`src/verilog/dis_pkg.sv`:
```
// Package for the debounced input serializer: constants and carriers.
// Assumes a single 125 MHz system clock and synchronous active-high reset.
package dis_pkg;

    // ****************************************
    // Clock and time base
    // ****************************************
    localparam int unsigned CLK_HZ        = 125_000_000;
    localparam int unsigned TICK_US       = 1;
    localparam int unsigned TICK_CYCLES   = CLK_HZ / 1_000_000 * TICK_US;
    localparam int unsigned TICK_W        = 7;
    localparam int unsigned DB_LONG_MS    = 3;
    localparam int unsigned DB_SHORT_MS   = 1;
    localparam int unsigned DB_LONG_TICKS = DB_LONG_MS * 1000 / TICK_US;
    localparam int unsigned DB_SHORT_TICKS = DB_SHORT_MS * 1000 / TICK_US;
    localparam int unsigned DB_W          = 12;

    // ****************************************
    // Channels and chain
    // ****************************************
    localparam int unsigned NCH   = 8;
    localparam int unsigned LAST  = NCH - 1;

    // ****************************************
    // Debounce select codes (sel_hi, sel_lo), 1 = open
    // ****************************************
    localparam logic [1:0] SEL_3MS    = 2'h3;
    localparam logic [1:0] SEL_1MS    = 2'h2;
    localparam logic [1:0] SEL_BYPASS = 2'h1;

    // ****************************************
    // Carriers
    // ****************************************
    typedef struct packed {
        logic parallel_capture_n;
        logic shift_gate_n;
        logic shift_clk;
        logic serial_chain_in;
    } dis_link_t;

    typedef struct packed {
        logic [1:0] data;
        logic [1:0] valid;
        logic       rd;
        logic       wr;
    } dis_buf_t;

endpackage

```
`src/verilog/dis_serializer.sv`:
```
// Debounced eight-channel input serializer with serial shift interface.
// Assumes field inputs, link strobes and thermal levels are asynchronous.
`timescale 1ns/1ps

module dis_serializer (
    // Clock and reset
    input  wire logic             i_mclk,
    input  wire logic             i_srst,
    // Field inputs and debounce selection
    input  wire logic [7:0]       i_field_in,
    input  wire logic             i_debounce_sel_lo,
    input  wire logic             i_debounce_sel_hi,
    // Serial link from the controller
    input  wire logic             i_parallel_capture_n,
    input  wire logic             i_shift_gate_n,
    input  wire logic             i_shift_clk,
    input  wire logic             i_serial_chain_in,
    // Temperature sensor trip levels
    input  wire logic             i_temp_warn,
    input  wire logic             i_temp_shdn,
    // Serial output pin
    output logic                  o_serial_chain_out,
    output logic                  o_serial_chain_out_oe_n,
    // Over-temperature flag pin
    output logic                  o_overtemp_flag_n,
    output logic                  o_overtemp_flag_n_oe_n,
    // Filtered states for status drivers
    output logic [7:0]            o_filtered_channel_bits
);

    // ****************************************
    // State
    // ****************************************
    typedef struct packed {
        logic [7:0]              f1;
        logic [7:0]              f2;
        dis_pkg::dis_link_t      l1;
        dis_pkg::dis_link_t      l2;
        logic                    clk_d;
        logic [1:0]              t1;
        logic [1:0]              t2;
        logic [1:0]              s1;
        logic [1:0]              s2;
        logic [dis_pkg::TICK_W-1:0] tick_cnt;
        logic                    tick;
        logic [7:0]              filt;
        logic [7:0][dis_pkg::DB_W-1:0] cnt;
        logic [7:0]              sreg;
        logic                    out_bit;
        logic                    out_oe_n;
        logic                    flag_n;
        logic                    flag_oe_n;
    } dis_state_t;

    dis_state_t st;
    dis_state_t next_st;

    logic [dis_pkg::DB_W-1:0] db_limit;
    logic                     bypass;
    logic                     clk_rise;

    // ****************************************
    // Debounce interval selection
    // ****************************************
    always_comb begin
        bypass   = 1'b0;
        db_limit = dis_pkg::DB_W'(dis_pkg::DB_LONG_TICKS);
        unique case (st.s2)
            dis_pkg::SEL_3MS: db_limit = dis_pkg::DB_W'(dis_pkg::DB_LONG_TICKS);
            dis_pkg::SEL_1MS: db_limit = dis_pkg::DB_W'(dis_pkg::DB_SHORT_TICKS);
            dis_pkg::SEL_BYPASS: bypass = 1'b1;
            default: db_limit = dis_pkg::DB_W'(dis_pkg::DB_LONG_TICKS);
        endcase
    end

    assign clk_rise = st.l2.shift_clk & ~st.clk_d;

    // ****************************************
    // Next state
    // ****************************************
    always_comb begin
        next_st = st;
        // Two-flop synchronisers
        next_st.f1 = i_field_in;
        next_st.f2 = st.f1;
        next_st.l1 = '{i_parallel_capture_n, i_shift_gate_n,
                       i_shift_clk, i_serial_chain_in};
        next_st.l2 = st.l1;
        next_st.clk_d = st.l2.shift_clk;
        next_st.t1 = {i_temp_shdn, i_temp_warn};
        next_st.t2 = st.t1;
        next_st.s1 = {i_debounce_sel_hi, i_debounce_sel_lo};
        next_st.s2 = st.s1;

        // Microsecond time base
        next_st.tick = 1'b0;
        if (st.tick_cnt == dis_pkg::TICK_W'(dis_pkg::TICK_CYCLES - 1)) begin
            next_st.tick_cnt = '0;
            next_st.tick     = 1'b1;
        end else begin
            next_st.tick_cnt = st.tick_cnt + 1'b1;
        end

        // Per-channel filters
        for (int i = 0; i < dis_pkg::NCH; i++) begin
            if (bypass) begin
                next_st.filt[i] = st.f2[i];
                next_st.cnt[i]  = '0;
            end else if (st.f2[i] == st.filt[i]) begin
                next_st.cnt[i] = '0;
            end else if (st.tick) begin
                if (st.cnt[i] + 1'b1 >= db_limit) begin
                    next_st.filt[i] = st.f2[i];
                    next_st.cnt[i]  = '0;
                end else begin
                    next_st.cnt[i] = st.cnt[i] + 1'b1;
                end
            end
        end

        // Shift register
        if (!st.l2.parallel_capture_n) begin
            next_st.sreg = st.filt;
        end else if (!st.l2.shift_gate_n && clk_rise) begin
            next_st.sreg = {st.sreg[dis_pkg::LAST-1:0],
                            st.l2.serial_chain_in};
        end
        // Otherwise held

        next_st.out_bit = next_st.sreg[dis_pkg::LAST];

        // Thermal flag and output release
        next_st.flag_n    = ~(st.t2[0] | st.t2[1]);
        next_st.out_oe_n  = st.t2[1];
        next_st.flag_oe_n = st.t2[1];
        if (st.t2[1]) begin
            next_st.flag_n = 1'b0;
        end
    end

    // ****************************************
    // Registers
    // ****************************************
    always_ff @(posedge i_mclk) begin
        if (i_srst) begin
            st           <= '0;
            st.l1        <= '{1'b1, 1'b1, 1'b0, 1'b0};
            st.l2        <= '{1'b1, 1'b1, 1'b0, 1'b0};
            st.flag_n    <= 1'b1;
            st.out_oe_n  <= 1'b0;
            st.flag_oe_n <= 1'b0;
        end else begin
            st <= next_st;
        end
    end

    // ****************************************
    // Outputs
    // ****************************************
    assign o_serial_chain_out      = st.out_bit;
    assign o_serial_chain_out_oe_n = st.out_oe_n;
    assign o_overtemp_flag_n       = st.flag_n;
    assign o_overtemp_flag_n_oe_n  = st.flag_oe_n;
    assign o_filtered_channel_bits = st.filt;

endmodule
```
`config.mk`:
```
export PLATFORM = sky130hd
export DESIGN_NAME = dis_serializer
export DESIGN_NICKNAME = d
export VERILOG_FILES = /design/src/verilog/dis_pkg.sv /design/src/verilog/dis_serializer.sv
export SDC_FILE = /design/constraint.sdc
export NUM_CORES = 1
export LEC_CHECK = 0
export BUFFER_PORTS_ARGS = -buffer_cell sky130_fd_sc_hd__buf_4
export CORE_ASPECT_RATIO = 1.4
export CORE_MARGIN = 2
export CORE_UTILIZATION = 68
export DETAILED_ROUTE_END_ITERATION = 6
export PLACE_DENSITY = 0.93
export SETUP_SLACK_MARGIN = 0.15
export SLEW_MARGIN = 10
export SYNTH_ARGS = -nofsm -noshare
export SYNTH_HDL_FRONTEND = slang
export SYNTH_SLANG_ARGS = --single-unit
export TNS_END_PERCENT = 50
```
`constraint.sdc`:
```
create_clock -name i_mclk -period 7 [get_ports i_mclk]
set_input_delay 0.35 -clock i_mclk [delete_from_list [all_inputs] [get_ports i_mclk]]
set_output_delay 0.35 -clock i_mclk [all_outputs]
set_load 0.1 [all_outputs]
```
==> results.txt, run 1 <==
Status - complete, no violations
# diodes - 0
DRC viols - 0
Max-Slew Margin vs Limit - 26.51%
Detail Placement HPWL - 13.24 mm
Period utilization - 51.93%
Die height - 138.2 um
Mapped Area - 8741 um^2
Crit path kind - reg2reg
Clock transition at path regs - 70 ps
Worst Setup SP - st[124]
CP max FO - 16
First-pass GRT wire length - 36.98 mm
Synth unique cells - 73
Antenna violations before repair - 0
CTS resizes - 0
Sw frac - 25.95%
Share of cells above drive strength 1 - 8.215%
Final nets - 1,099
Register area share after synthesis - 35.50%
Post-CTS Setup Inserts - 0
Flops & latches, synth - 155
Hold crit path type - in2reg
Most common cell after layout, fill and taps aside - dfxtp_1
Vias - 8,144
Clock Power Share - 47.1%
Startpoint class of the critical path - flip-flop
Synth-to-Final Area Change - 7.701%
Pins Over Slew Limit - 0
Syn_nets - 1,118
Ys flop type - dfxtp_1
Largest net degree at the start of global routing - 68
FP Rows - 49
Critical Path AT - 3980 ps
Number of I/O port buffers - 29
Total track usage - 32.25%
RePlAce Congestion - 0.9178
FF-to-FF End - st[99]
Final setup fails - 0
Num CTS Buffers - 17
Endpoints failing hold - 0
Int Power - 1.391 mW
Skew-Pair Late Insertion Delay - 430 ps
Sum Neg Setup Slack - 0 ps
EDFF count, synth - 0
Worst setup EP type - flip-flop
I/O pin cnt - 30
CTS Sinks - 155
Asr flop ratio synth - 0%
R2r worst-path depth - 9
Flop pwr share - 48.2%
Max-cap violations - 0
Die ar. - 13,790 um^2
PwrDens - 199.6 nW/um^2
Vias per cell - 6.719
Clock skew - 11.88 ps
Post-route cell area - 9414 um^2
Synth warn - 0
Post-route antenna net violation count - 0
NetSw - 487.6 uW
Most frequent cells in the layout - 154 x dfxtp_1, 131 x nand2_1, 67 x nand3_1
RSZ-0062 raised after global routing - no
CTS tree - built
Cell leakage power - 3.270 nW
WL per Instance - 17.95 um
Initial Util - 68.88%
Actual slew at the worst max-slew pin - 1102 ps
Comb pwr share - 4.6%
Pre-antenna DRT Iters - 6
Critical path endpoint - st[99]
Post-layout util - 74.18%
CTS H-tree lvls - 4
Syn Area/Cell - 8.200 um^2
Die X - 99.82 um
Max Fclk - 275.1 MHz
CTS Hold Buffers Added - 0
Root Buffer - clkbuf_16
CP required - 7340 ps
R2R Setup Slk - 3360 ps
Total gr overflow - 0
Iteration-0 DRC Markers - 816
Dpl cell area - 8859 um^2
Clock tree buffer depth - 2
Core area - 12,690 um^2
Critical R2R Launch - st[124]
Vias in the first global route - 7,932
Routed WL - 21.76 mm
Final min period - 3635 ps
Cell count after synthesis - 1,066
VDD IR max - 0.1710 mV
-- final cells by class --
| class | count | area (um^2) |
|---|---|---|
| multi-input cells | 808 | 5201 |
| fillers | 775 | 3277 |
| flip-flops and latches | 155 | 3104 |
| clock buffers | 17 | 425.4 |
| repair buffers | 33 | 247.7 |
| well taps | 153 | 191.4 |
| clock inverters | 14 | 123.9 |
| inverters | 32 | 120.1 |
-- power groups by stage --
stage	clock (mW)	combinational [mW]	sequential, mW
4_1_cts	0.877	0.0863	0.906
3_5_place_dp	0	0.0849	0.926
3_3_place_gp	0	0.0814	0.925
6_report	0.885	0.0873	0.906
2_1_floorplan	0	0.0600	0.927
5_1_grt	0.918	0.0945	0.907
-- metrics by stage --
step	worst slack (ps)	total power, mW	hold WS (ps)	std cells
2_1_floorplan	4257	0.9866	389.5	1066
3_3_place_gp	3562	1.006	390.1	1181
3_5_place_dp	3490	1.011	399.2	1181
4_1_cts	3283	1.870	101.7	1212
5_1_grt	3141	1.920	92.13	1212
6_report	3365	1.879	106.0	1212
-- metal layers --
metal / vias to the layer above / part of all wire [%] / GRT usage, %
met5: - / 0 / 0
met4: 0 / 3.1 / 14.28
met3: 88 / 6.5 / 5.713
met2: 406 / 51 / 55.48
met1: 3826 / 40 / 39.02
li1: 3824 / - / -
-- flip-flops by register name (all words and copies together) (netlist names) --
name / count
next_st: 18
o_overtemp_flag_n_oe_n: 1
o_overtemp_flag_n: 1
o_filtered_channel_bits: 8
st: 127
-- Yosys cell counts, types with 4 or more instances --
master,n,share of area [%]
o211ai_1,17,1.5
inv_1,32,1.4
and2_1,6,0.43
buf_1,4,0.17
nor3_1,39,2.2
nand4_1,47,3.4
buf_4,12,1.0
nor2b_1,41,2.9
xnor2_1,33,3.3
nor2_1,60,2.6
a21oi_1,38,2.2
nand4b_1,8,0.80
o2111ai_1,7,0.70
nor4_1,23,1.6
o311ai_0,4,0.40
o31ai_1,5,0.43
dfxtp_1,155,35
or3_1,7,0.50
o21ai_0,10,0.57
a41oi_1,7,0.70
o21a_1,8,0.69
a31oi_1,11,0.79
and4_1,5,0.50
o22ai_1,8,0.57
nand3b_1,4,0.34
buf_2,9,0.52
nand2_1,131,5.6
o21ai_1,4,0.23
nand3_1,67,3.8
xor2_1,47,4.7
a211oi_1,22,1.9
and3_1,23,1.6
or2_2,8,0.57
mux2i_1,17,1.9
clkbuf_1,46,2.0
nand2b_1,11,0.79
ha_1,34,4.9
-- worst max-delay path: stages, from the launching register on --
cell and delay (ps):
dfxtp_1 340, nand2b_1 490, inv_1 520, ha_1 450, nand2b_1 80, mux2_1 130
a221oi_1 80, o211ai_1 880, nand4_1 330, o22ai_1 250
-- how the worst min path moves through the flow --
stage	startpoint	endpoint	cells after the start
6_report	i_parallel_capture_n	next_st[136]	2
5_1_grt	i_parallel_capture_n	next_st[136]	2
4_1_cts	i_parallel_capture_n	next_st[136]	2
3_5_place_dp	next_st[136]	st[136]	1
3_3_place_gp	next_st[135]	st[135]	1
2_1_floorplan	next_st[135]	st[135]	1
-- cells by family after synthesis --
family	Yosys count	synth area share [%]
adder cells (fa/ha/maj)	34	4.867
multiplexers	19	2.204
buffers and inverters	103	5.067
AND/OR/NAND/NOR	494	29.32
XOR/XNOR	80	8.016
flip-flops	155	35.50
AO/OA/AOI/OAI	181	15.03
Power figures use the tool's default switching activity.
==> run 2, diff against run 1 <==
Settings changed: CORE_UTILIZATION 68 to 57, PLACE_DENSITY 0.93 to 0.84.
Clock period 7 ns to 3.1 ns, I/O delays scaled along.
==> run 2 against run 1 <==
Compared with the run above:
- first-iteration DRC count decreased by 21%
- critical path depth increased by 3
- clock skew decreased by 3.7 ps
==> results.txt, run 2 (synthesis results as in run 1) <==
Most frequent cells in the layout - 146 x dfxtp_1, 131 x nand2_1, 68 x buf_4 (was 154 x dfxtp_1, 131 x nand2_1, 67 x nand3_1)
I/O pin cnt - 30 (unchanged)
Die ar. - 16,360 um^2 (was 13,790 um^2)
Worst setup EP type - flip-flop (unchanged)
Top reg by flops - st (unchanged)
Clock Power Share - 47.2% (was 47.1%)
PwrDens - 431.3 nW/um^2 (was 199.6 nW/um^2)
CP max FO - 7 (was 16)
Max reg flops - 127 (unchanged)
Dpl cell area - 9102 um^2 (was 8859 um^2)
Final min period - 2839 ps (was 3635 ps)
Final setup fails - 0 (unchanged)
Crit path kind - reg2reg (unchanged)
Sw frac - 25.66% (was 25.95%)
Cell leakage power - 3.521 nW (was 3.270 nW)
Detail Placement HPWL - 13.23 mm (was 13.24 mm)
Largest net degree at the start of global routing - 80 (was 68)
Root Buffer - clkbuf_16 (unchanged)
Int Power - 3.190 mW (was 1.391 mW)
DRC viols - 0 (unchanged)
Total track usage - 26.74% (was 32.25%)
Critical Path AT - 3220 ps (was 3980 ps)
Max-cap violations - 0 (unchanged)
Vias in the first global route - 7,743 (was 7,932)
Num CTS Buffers - 17 (unchanged)
Max Fclk - 352.3 MHz (was 275.1 MHz)
FP Rows - 53 (was 49)
Die X - 108.7 um (was 99.82 um)
Clock skew - 8.165 ps (was 11.88 ps)
Routed WL - 21.15 mm (was 21.76 mm)
CTS Sinks - 155 (unchanged)
Vias per cell - 6.169 (was 6.719)
Core area - 14,990 um^2 (was 12,690 um^2)
VDD IR max - 0.5705 mV (was 0.1710 mV)
WL per Instance - 16.22 um (was 17.95 um)
Share of cells above drive strength 1 - 12.05% (was 8.215%)
Skew-Pair Late Insertion Delay - 440 ps (was 430 ps)
Flop pwr share - 47.7% (was 48.2%)
Comb pwr share - 5.1% (was 4.6%)
Post-layout util - 66.38% (was 74.18%)
First-pass GRT wire length - 35.31 mm (was 36.98 mm)
# diodes - 0 (unchanged)
Clock tree buffer depth - 2 (unchanged)
Most common cell after layout, fill and taps aside - dfxtp_1 (unchanged)
Post-route antenna net violation count - 0 (unchanged)
Status - complete, no violations (unchanged)
Period utilization - 91.58% (was 51.93%)
Die height - 150.5 um (was 138.2 um)
Total Power - 4.291 mW (was 1.879 mW)
Number of I/O port buffers - 29 (unchanged)
Actual slew at the worst max-slew pin - 854.8 ps (was 1102 ps)
Endpoints failing hold - 0 (unchanged)
Non-filler instance count after layout - 1,304 (was 1,212)
Clock transition at path regs - 70 ps (about the same)
NetSw - 1.101 mW (was 487.6 uW)
Post-route cell area - 9948 um^2 (was 9414 um^2)
RSZ-0062 raised after global routing - yes (was no)
Total gr overflow - 0 (unchanged)
Synth-to-Final Area Change - 13.81% (was 7.701%)
Placed Instances - 1,246 (was 1,181)
Hold crit path type - in2reg (unchanged)
Pins Over Slew Limit - 0 (unchanged)
Max-Slew Margin vs Limit - 43.02% (was 26.51%)
Startpoint class of the critical path - flip-flop (unchanged)
Final nets - 1,151 (was 1,099)
Antenna violations before repair - 0 (unchanged)
Initial Util - 58.32% (was 68.88%)
CTS H-tree lvls - 4 (unchanged)
Vias - 8,045 (was 8,144)
CP required - 3480 ps (was 7340 ps)
CTS tree - built (unchanged)
Iteration-0 DRC Markers - 641 (was 816)
Pre-antenna DRT Iters - 5 (was 6)
RePlAce Congestion - 0.9185 (was 0.9178)
## run 2: changes by cell type in the layout (fill, tap and decap cells not counted), sizes merged
cell,before,now
buf,33,69
clkbuf,17,19
clkinv,1,3
clkinvlp,3,1
dlygate4sd3,0,16
inv,42,41
## run 2: final timing paths
kind / slack [ps] / to / start / cells after the start
min: 40 / st[124] / i_srst / 2
max reg2reg: 260 / st[57] / st[54] / 12
max: 260 / st[57] / st[54] / 12
min reg2reg: 410 / st[136] / next_st[136] / 1
## run 2: metrics by stage
stage	setup WS, ps	hold slack [ps]	TNS [ps]
6_report	261.2	36.40	0
5_1_grt	83.22	30.77	0
4_1_cts	202.0	24.86	0
3_5_place_dp	-48.36	344.7	-112.0
3_3_place_gp	109.8	338.7	0
2_1_floorplan	356.5	258.8	0
## run 2: area by class of cell
class / instances / area (um^2)
clock buffers: 19 / 442.9
clock inverters: 13 / 122.6
fillers: 1189 / 5039
inverters: 32 / 120.1
multi-input cells: 808 / 5218
flip-flops and latches: 155 / 3114
well taps: 192 / 240.2
repair buffers: 85 / 690.7
## run 2: critical path, stage by stage (launching register included)
cell	delay (ps)
dfxtp_2	400
nand4_1	200
nor2_1	180
nand2_1	110
nor2_1	150
xor2_1	230
ha_1	310
a31oi_1	190
o311ai_1	120
buf_4	170
nor2_1	180
or4b_1	460
nand3_1	90
## run 2: what timing repair did
action                     4_1_cts  5_1_grt
hold endpoints to repair        16        0
setup buffers                    4        6
pin swaps                        1        3
resized for setup                0       13
setup endpoints to repair        4       50
hold buffers                    16        0
## run 2: power groups by stage
stage / combinational, mW / sequential, mW / clock, mW
6_report: 0.220 / 2.05 / 2.02
2_1_floorplan: 0.135 / 2.09 / 0
4_1_cts: 0.215 / 2.04 / 2.04
3_3_place_gp: 0.193 / 2.09 / 0
5_1_grt: 0.237 / 2.05 / 2.13
3_5_place_dp: 0.198 / 2.09 / 0
## run 2: layer usage
layer	vias to the layer above	track usage [%]	routed length, um
li1	3936	-	-
met1	3814	31.63	8697
met2	245	46.66	10850
met3	50	5.498	1031
met4	0	11.03	564
met5	-	0	0
